$ cat config.mk
export PLATFORM = sky130hd
export DESIGN_NAME = pit_timer
export DESIGN_NICKNAME = d
export VERILOG_FILES = /design/src/hw/pit_pkg.sv /design/src/hw/pit_timer.sv
export SDC_FILE = /design/constraint.sdc
export NUM_CORES = 1
export LEC_CHECK = 0
export ABC_AREA = 1
export BUFFER_PORTS_ARGS = -buffer_cell sky130_fd_sc_hd__buf_2
export CAP_MARGIN = 10
export CORE_MARGIN = 2
export CORE_UTILIZATION = 57
export DETAILED_ROUTE_END_ITERATION = 6
export PLACE_DENSITY = 0.79
export SLEW_MARGIN = 20
export SYNTH_ARGS = -nofsm -noshare
export SYNTH_HDL_FRONTEND = slang
export SYNTH_SLANG_ARGS = --single-unit
$ cat constraint.sdc
create_clock -name mclk_i -period 2.4 [get_ports mclk_i]
set_input_delay 0.24 -clock mclk_i [delete_from_list [all_inputs] [get_ports mclk_i]]
set_output_delay 0.24 -clock mclk_i [all_outputs]
set_load 0.02 [all_outputs]
$ cat src/hw/pit_pkg.sv
package pit_pkg;

    // register word addresses on the data memory port
    localparam logic [3:0]  PIT_ADDR_PERIOD    = 4'h0;
    localparam logic [3:0]  PIT_ADDR_SCALE     = 4'h1;
    localparam logic [3:0]  PIT_ADDR_COUNT     = 4'h2;

    // field widths and positions
    localparam int          PIT_COUNT_W        = 16;
    localparam int          PIT_SCALE_W        = 8;
    localparam int          PIT_MODE_W         = 7;
    localparam int          PIT_ENABLE_BIT     = 5;

    // values after reset
    localparam logic [15:0] PIT_COUNT_RST      = 16'h0000;
    localparam logic [15:0] PIT_PERIOD_RST     = 16'h0000;
    localparam logic [7:0]  PIT_SCALE_RST      = 8'h00;
    localparam logic [15:0] PIT_RDATA_RST      = 16'h0000;

    // one register access from the core
    typedef struct packed {
        logic        wr;
        logic        rd;
        logic [3:0]  addr;
        logic [15:0] wdata;
    } pit_req_t;

endpackage

$ cat src/hw/pit_timer.sv
`timescale 1ns/1ns
// Overview of operation
// - prescale holds cycles between decrements minus one
// - sixteen-bit down counter, prescaler stretches interval
// - steady interrupt every (period+1)*(prescale+1) cycles
// - first interrupt after (count+1)*(prescale+1)+1 cycles from enable
// - prescale and count writes act immediately
// - period writes wait for next reload
// - zero raises interrupt and reload from period on the same tick
// - first decrement only after one prescale interval
// - counting continues after reload without software
// - mode status bit five enables, clear holds
// - count, period sixteen bits; prescale eight bits
module pit_timer
    import pit_pkg::*;
(
    input  wire logic                  mclk_i,
    input  wire logic                  resetn_i,
    input  wire pit_req_t              req_i,
    input  wire logic [PIT_MODE_W-1:0] mode_status_word_i,
    output logic [PIT_COUNT_W-1:0]     rdata_o,
    output logic                       timer_irq_o
);

    // run phase: halted, or enabled since the previous edge
    typedef enum logic [1:0] {
        PIT_PH_HALT = 2'b01,
        PIT_PH_RUN  = 2'b10
    } pit_phase_t;

    // what the count does on this edge
    typedef enum logic [3:0] {
        PIT_CA_HOLD   = 4'b0001,
        PIT_CA_LOAD   = 4'b0010,
        PIT_CA_STEP   = 4'b0100,
        PIT_CA_RELOAD = 4'b1000
    } pit_count_act_t;

    // timer registers
    logic [PIT_COUNT_W-1:0] down_count;
    logic [PIT_COUNT_W-1:0] reload_period;
    logic [PIT_SCALE_W-1:0] prescale_value;
    logic [PIT_SCALE_W-1:0] scale_cnt;
    pit_phase_t             phase;

    // next values of the registers
    logic [PIT_COUNT_W-1:0] next_down_count;
    logic [PIT_COUNT_W-1:0] next_reload_period;
    logic [PIT_SCALE_W-1:0] next_prescale_value;
    logic [PIT_SCALE_W-1:0] next_scale_cnt;
    pit_phase_t             next_phase;
    logic                   next_timer_irq;
    logic [PIT_COUNT_W-1:0] next_rdata;
    pit_count_act_t         count_act;

    // decoded controls
    logic                   enabled;
    logic                   running;
    logic                   scale_due;
    logic                   tick;
    logic                   count_zero;
    logic                   wr_period;
    logic                   wr_scale;
    logic                   wr_count;
    logic                   rd_any;

    // address decode of a write
    function automatic logic hit(input pit_req_t r, input logic [3:0] a);
        hit = r.wr && (r.addr == a);
    endfunction

    // count has run out and waits for a reload
    function automatic logic at_zero(input logic [PIT_COUNT_W-1:0] c);
        at_zero = (c == '0);
    endfunction

    // word returned for a read address, unmapped reads as zero
    function automatic logic [PIT_COUNT_W-1:0] read_word(
        input logic [3:0]             a,
        input logic [PIT_COUNT_W-1:0] p,
        input logic [PIT_SCALE_W-1:0] s,
        input logic [PIT_COUNT_W-1:0] c
    );
        case (a)
            PIT_ADDR_PERIOD: begin
                read_word = p;
            end
            PIT_ADDR_SCALE: begin
                read_word = {8'h00, s};
            end
            PIT_ADDR_COUNT: begin
                read_word = c;
            end
            default: begin
                read_word = PIT_RDATA_RST;
            end
        endcase
    endfunction

    // write strobes per register
    assign wr_period = hit(req_i, PIT_ADDR_PERIOD);
    assign wr_scale  = hit(req_i, PIT_ADDR_SCALE);
    assign wr_count  = hit(req_i, PIT_ADDR_COUNT);
    assign rd_any    = req_i.rd;

    // timer enable from the mode status word
    assign enabled = mode_status_word_i[PIT_ENABLE_BIT];

    // counting only from the second enabled cycle on
    assign running = enabled && (phase == PIT_PH_RUN);

    // prescale interval has run its full length
    assign scale_due = scale_cnt >= prescale_value;

    // decrement strobe once the prescale interval has elapsed
    assign tick = running
                  && scale_due;

    // count has run out
    assign count_zero = at_zero(down_count);

    // next phase of the enable tracker
    always_comb begin
        case (phase)
            PIT_PH_HALT: begin
                if (enabled) begin
                    next_phase = PIT_PH_RUN;
                end else begin
                    next_phase = PIT_PH_HALT;
                end
            end
            PIT_PH_RUN: begin
                if (enabled) begin
                    next_phase = PIT_PH_RUN;
                end else begin
                    next_phase = PIT_PH_HALT;
                end
            end
            default: begin
                next_phase = PIT_PH_HALT;
            end
        endcase
    end

    // next prescale cycle count, restarted on enable and each tick
    always_comb begin
        case (phase)
            PIT_PH_HALT: begin
                next_scale_cnt = '0;
            end
            PIT_PH_RUN: begin
                if (!enabled || tick) begin
                    next_scale_cnt = '0;
                end else begin
                    next_scale_cnt = scale_cnt + 8'h01;
                end
            end
            default: begin
                next_scale_cnt = '0;
            end
        endcase
    end

    // next prescale register, written at once
    always_comb begin
        if (wr_scale) begin
            next_prescale_value = req_i.wdata[PIT_SCALE_W-1:0];
        end else begin
            next_prescale_value = prescale_value;
        end
    end

    // next period, kept apart from the running countdown
    always_comb begin
        if (wr_period) begin
            next_reload_period = req_i.wdata;
        end else begin
            next_reload_period = reload_period;
        end
    end

    // choose the count action: write, reload, step or hold
    always_comb begin
        if (wr_count) begin
            count_act = PIT_CA_LOAD;
        end else if (tick && count_zero) begin
            count_act = PIT_CA_RELOAD;
        end else if (tick) begin
            count_act = PIT_CA_STEP;
        end else begin
            count_act = PIT_CA_HOLD;
        end
    end

    // next count from the chosen action
    always_comb begin
        case (count_act)
            PIT_CA_LOAD: begin
                next_down_count = req_i.wdata;
            end
            PIT_CA_RELOAD: begin
                next_down_count = reload_period;
            end
            PIT_CA_STEP: begin
                next_down_count = down_count - 16'h0001;
            end
            PIT_CA_HOLD: begin
                next_down_count = down_count;
            end
            default: begin
                next_down_count = down_count;
            end
        endcase
    end

    // interrupt on the reload tick; a count write suppresses it
    always_comb begin
        case (count_act)
            PIT_CA_RELOAD: begin
                next_timer_irq = 1'b1;
            end
            default: begin
                next_timer_irq = 1'b0;
            end
        endcase
    end

    // next read data, held between reads
    always_comb begin
        case (rd_any)
            1'b1: begin
                next_rdata = read_word(req_i.addr, reload_period,
                                       prescale_value, down_count);
            end
            default: begin
                next_rdata = rdata_o;
            end
        endcase
    end

    // enable tracker
    always_ff @(posedge mclk_i) begin
        if (!resetn_i) begin
            phase <= PIT_PH_HALT;
        end else begin
            phase <= next_phase;
        end
    end

    // prescale cycle counter
    always_ff @(posedge mclk_i) begin
        if (!resetn_i) begin
            scale_cnt <= '0;
        end else begin
            scale_cnt <= next_scale_cnt;
        end
    end

    // prescale register
    always_ff @(posedge mclk_i) begin
        if (!resetn_i) begin
            prescale_value <= PIT_SCALE_RST;
        end else begin
            prescale_value <= next_prescale_value;
        end
    end

    // period register, feeds the reload path and the readback
    always_ff @(posedge mclk_i) begin
        if (!resetn_i) begin
            reload_period <= PIT_PERIOD_RST;
        end else begin
            reload_period <= next_reload_period;
        end
    end

    // down counter
    always_ff @(posedge mclk_i) begin
        if (!resetn_i) begin
            down_count <= PIT_COUNT_RST;
        end else begin
            down_count <= next_down_count;
        end
    end

    // interrupt request, high for one cycle per reload tick
    always_ff @(posedge mclk_i) begin
        if (!resetn_i) begin
            timer_irq_o <= 1'b0;
        end else begin
            timer_irq_o <= next_timer_irq;
        end
    end

    // registered read data
    always_ff @(posedge mclk_i) begin
        if (!resetn_i) begin
            rdata_o <= PIT_RDATA_RST;
        end else begin
            rdata_o <= next_rdata;
        end
    end

endmodule

After elaboration in Yosys (flattened, before gate mapping)
Index checks and enable logic that the tools add are counted.
{"block": "word_totals", "output_inout_bits": 17, "latch_bits": 0, "wordCells": 40, "register_bits": 67, "in_bits": 31, "ram_bits": 0, "rom_bits": 0, "n_memories": 0}
{"block": "classes", "magnitude_cmp": 1, "mux": 7, "add_sub_neg": 2, "n_bitwise": 2, "mul": 0, "reduce_logical": 14, "div_mod_pow": 0, "shift": 0, "eq_ne": 7}
{"operator": "$pmux W16 S3", "n": 2}
{"operator": "$logic_not A16 Y1", "n": 1}
{"operator": "$sub A16 B1 Y16 const B", "n": 1}
{"operator": "$add A8 B1 Y8 const B", "n": 1}
{"operator": "$eq A4 B2 Y1 const B", "n": 2}
{"operator": "$ge A8 B8 Y1", "n": 1}
{"operator": "$mux W4", "n": 2}
{"operator": "$logic_and A1 B1 Y1", "n": 6}
{"operator": "$eq A4 B1 Y1 const B", "n": 1}
{"operator": "$eq A4 B3 Y1 const B", "n": 1}
{"operator": "$eq A4 B4 Y1 const B", "n": 1}
{"operator": "$logic_not A4 Y1", "n": 1}
{"operator": "$mux W3", "n": 1}
{"operator": "$reduce_bool A3 Y1", "n": 1}
{"operator": "$reduce_or A3 Y1", "n": 1}
{"operator": "$eq A2 B1 Y1 const B", "n": 1}
{"operator": "$eq A2 B2 Y1 const B", "n": 1}
{"operator": "$mux W2", "n": 1}
{"operator": "$not A1 Y1", "n": 2}
{"operator": "$reduce_and A2 Y1", "n": 1}
{"operator": "$reduce_or A2 Y1", "n": 1}
{"operator": "$logic_not A1 Y1", "n": 1}
{"operator": "$logic_or A1 B1 Y1", "n": 1}
{"operator": "$mux W1", "n": 1}

Longest topological paths before layout
{"block": "depth", "ltp_word": 8, "mapped_depth": 16, "depth_no_buf": 15}

Worst setup path after synthesis
No wires, ideal clock.
{"block": "synth_timing", "kind": "flip-flop to flip-flop", "startpoint": "register prescale_value[5]", "endpoint": "register down_count[14]", "setup_ns": 0.109, "synth_period_minus_slack_ns": 1.788, "path_stages_with_launch": 14, "t_required_ns": 2.291, "arrival_time_ns": 1.679, "path_buffers": 1, "slack_ns": 0.612, "path_cell_list": "dfxtp_1 > inv_1 > ha_1 > a21oi_1 > nor2_1 > nor2_1 > nand3_2 > nand2_1 > nand2_1 > buf_2 > o21ai_0 > inv_1 > nand2_1 > inv_1"}
{"block": "synth_between", "elab_chain_cells": 7, "word_cells_on_any_way": 11, "cone_classes": "order compare: 1; eq/ne: 3; mux: 4; reduce/logical: 3"}
{"element": "from (decl)", "line_no": "pit_timer.sv:42", "rtl": "logic [PIT_SCALE_W-1:0] prescale_value;"}
{"element": "from (signal assigned)", "line_no": "pit_timer.sv:264", "rtl": "prescale_value <= next_prescale_value;"}
{"element": "$ge A8 B8 Y1 *", "line_no": "pit_timer.sv:113", "rtl": "assign scale_due = scale_cnt >= prescale_value;"}
{"element": "$logic_and A1 B1 Y1 *", "line_no": "pit_timer.sv:117", "rtl": "&& scale_due;"}
{"element": "$mux W3 / $logic_and A1 B1 Y1 (equally long branches)", "line_no": "pit_timer.sv:188, pit_timer.sv:186"}
{"element": "$mux W4 *", "line_no": "pit_timer.sv:186", "rtl": "end else if (tick && count_zero) begin"}
{"element": "$mux W4 *", "line_no": "pit_timer.sv:184", "rtl": "if (wr_count) begin"}
{"element": "$eq A4 B3 Y1, or another cell as far along", "line_no": "pit_timer.sv:197", "rtl": "case (count_act)"}
{"element": "$pmux W16 S3 / $reduce_bool A3 Y1 (equally long branches)"}
{"element": "to (signal assigned)", "line_no": "pit_timer.sv:282", "rtl": "down_count <= next_down_count;"}
{"element": "to (decl)", "line_no": "pit_timer.sv:40", "rtl": "logic [PIT_COUNT_W-1:0] down_count;"}
Every way passes the cells marked *; elsewhere a longest branch is shown, timed or not.
A chain may end at the register's enable or synchronous reset.

Final worst setup path
{"block": "layout_timing", "startpoint": "register prescale_value[7]", "endpoint": "register down_count[5]"}
The elaborated chain is that of the path after synthesis.

==> summary.txt <==
status - finished clean
largest area contributor in the netlist - dfxtp_1
DR pass1 iterations - 5
cts repair resizes - 0
most common cell after layout, fill and taps aside - nand2_1
Worst setup SP type - register
initial DRC count - 234
fin crit period - 2.07 ns
core area - 5960 µm²
met1 Use GR - 32.4%
layout cells sized above 1 - 15.1%
Pwr Density - 616 nW/µm²
Setup Crit Path Kind - register to register
nets@finish - 588
setup TNS - 0 ns
die area - 6810 µm²
antenna cells - 0
met2 Use GR - 47.7%
f_max - 0.484 GHz
CP Data Arrival Time - 2.37 ns
Critical Path Sink Type - register
Yosys top cell area share - 38.2%
first-pass GRT wire length - 13.8 mm
largest net degree at the start of global routing - 35
clock tree buffer depth - 2
row count - 28
Clock Sink Count - 67
sequential share of the synthesized area - 38.2%
Cell Area, Synth - 3510 µm²
DR vias - 3400
Die Height - 82.5 µm
GP Congestion - 0.905
number of warnings issued by yosys - 0
HP Class - input port to register
Synth Area per Inst - 6.93 µm²
Layout Cell Area excl Fill - 3990 µm²
Finish-stage setup viols - 0
Clk Tree Root Cell - clkbuf_8
switching pwr - 0.649 mW
GR Util All Layers - 27.3%
Post-DP Area - 3780 µm²
# H-tree levels - 3
GR Overflow Total - 0
Clk Latency, worst-skew pair - 0.35 ns
Via density - 5.43
hold buffers post-CTS - 0
Final Skew - 0.00783 ns
post-route ant nets - 0
internal power - 1.81 mW
clock buffer count from CTS - 9
final wirelength - 8.74 mm
Max VDD drop - 0.475 mV
DRC - 0
post-detail-place hpwl - 6.22 mm
worst rel slew slack - 59.3%
cell leakage power - 1.75 nW
initial antenna violation count - 0
Top Usage Layer GRT - met2
clock share of power - 41.5%
I/O pin total - 48
total chip power - 2.46 mW
critical-path maximum fanout - 15
Fillers - 534
Slew @ Worst Pin - 0.610 ns
Final Core Density - 67.0%
synth unique cells - 32
DR WL/cell - 14.0 µm
Tcrit/Tclk final - 86.1%
required time worst endpoint - 2.70 ns
Final Hold Fails - 0
Pins Over Slew Limit - 0
synth top area cells - dfxtp_1 38%, nand2_1 12%, a21oi_1 9.5%
IO Port Bufs - 41
cells after synthesis - 507
switch share - 26.4%
vias in the first global route - 2978
most frequent cells in the layout - 114 x nand2_1, 72 x inv_1, 67 x a21oi_1, 67 x dfxtp_1, 45 x o21ai_0
Syn Nets - 549
Layout area overhead - 13.6%
RSZ-0062 raised after global routing - no
sequential power share - 46.7%
Initial Utilization - 59.0%
max cap viols - 0
Yosys reg bits - 67
clock slew at reported path FFs - 0.07 ns
TritonCTS clock tree - done
Setup Buffers After CTS - 0
Gate power share - 11.7%
die width - 82.5 µm
grt met3 use - 4.35%
logic make-up after synthesis:
logic type               share of synthesized area [%]
flip-flops                                        38.2
AO/OA/AOI/OAI                                     19.4
AND/OR/NAND/NOR                                   25.0
buffers and inverters                             10.7
adder cells (fa/ha/maj)                           3.92
XOR/XNOR                                          2.74
worst max-delay path, stage by stage, from the launching register on:
cell and delay [ns]:
dfxtp_1 0.35, inv_1 0.07, ha_1 0.29, nand2_1 0.07, nor2_1 0.14, nand4_1 0.12, nand3_2 0.13, nand3_2 0.16
nor2_4 0.37, nand2_1 0.10, nand3_1 0.11, nand2_1 0.05, inv_1 0.04
final cells by class:
cell class	count	area, µm²	area share, %
Clock buffer	10	128	3.20
Clock inverter	6	80.1	2.01
Multi-Input combinational cell	345	1800	45.0
Inverter	75	282	7.05
Timing Repair Buffer	48	270	6.77
Sequential cell	67	1340	33.6
Tap cell	75	93.8	2.35
synthesized netlist by cell type (all sizes together):
master / instances
a21oi: 67
a21o: 1
dfxtp: 67
o211ai: 2
ha: 11
a31oi: 1
or2: 1
nand2: 116
inv: 75
buf: 6
o22ai: 8
xor2: 10
xnor2: 1
nand3: 28
nor3: 4
clkbuf: 14
nor2: 38
nand4: 5
nor3b: 1
o221ai: 5
and3: 1
o21ai: 45
flip-flops by register name, indices dropped and copies added (netlist names):
name / count
timer_irq_o: 1
down_count: 16
prescale_value: 8
reload_period: 16
rdata_o: 16
phase: 2
scale_cnt: 8
routing by layer:
metal	part of all wire (%)	routed length (µm)
met5	0	0
met4	3.1	274
met3	3.9	339
met2	49	4300
met1	44	3830
through the flow:
| stage | setup WS (ns) | hold slack (ns) | instances |
|---|---|---|---|
| finish | 0.333 | 0.146 | 626 |
| CTS | 0.343 | 0.141 | 626 |
| global placement | 0.398 | 0.451 | 610 |
| detailed placement | 0.372 | 0.454 | 610 |
| global route | 0.110 | 0.173 | 626 |
| floorplan | 0.612 | 0.369 | 507 |
worst paths after layout:
kind,cells past startpoint,start,end,slack (ns)
worst max register to register,12,prescale_value[7],down_count[5],0.33
worst min register to register,2,rdata_o[8],rdata_o[8],0.46
worst min-delay path,3,mode_status_word_i[5],phase[1],0.15
worst max-delay path,12,prescale_value[7],down_count[5],0.33
power groups by stage:
| stage | Combinational, mW | Sequential (mW) | Clock [mW] |
|---|---|---|---|
| after detailed placement | 0.284 | 1.17 | 0 |
| after global routing | 0.326 | 1.15 | 1.07 |
| after floorplan | 0.209 | 1.17 | 0 |
| final | 0.288 | 1.15 | 1.02 |
| after CTS | 0.286 | 1.15 | 1.03 |
| after global placement | 0.278 | 1.17 | 0 |
(Power assumes the default switching activity.)
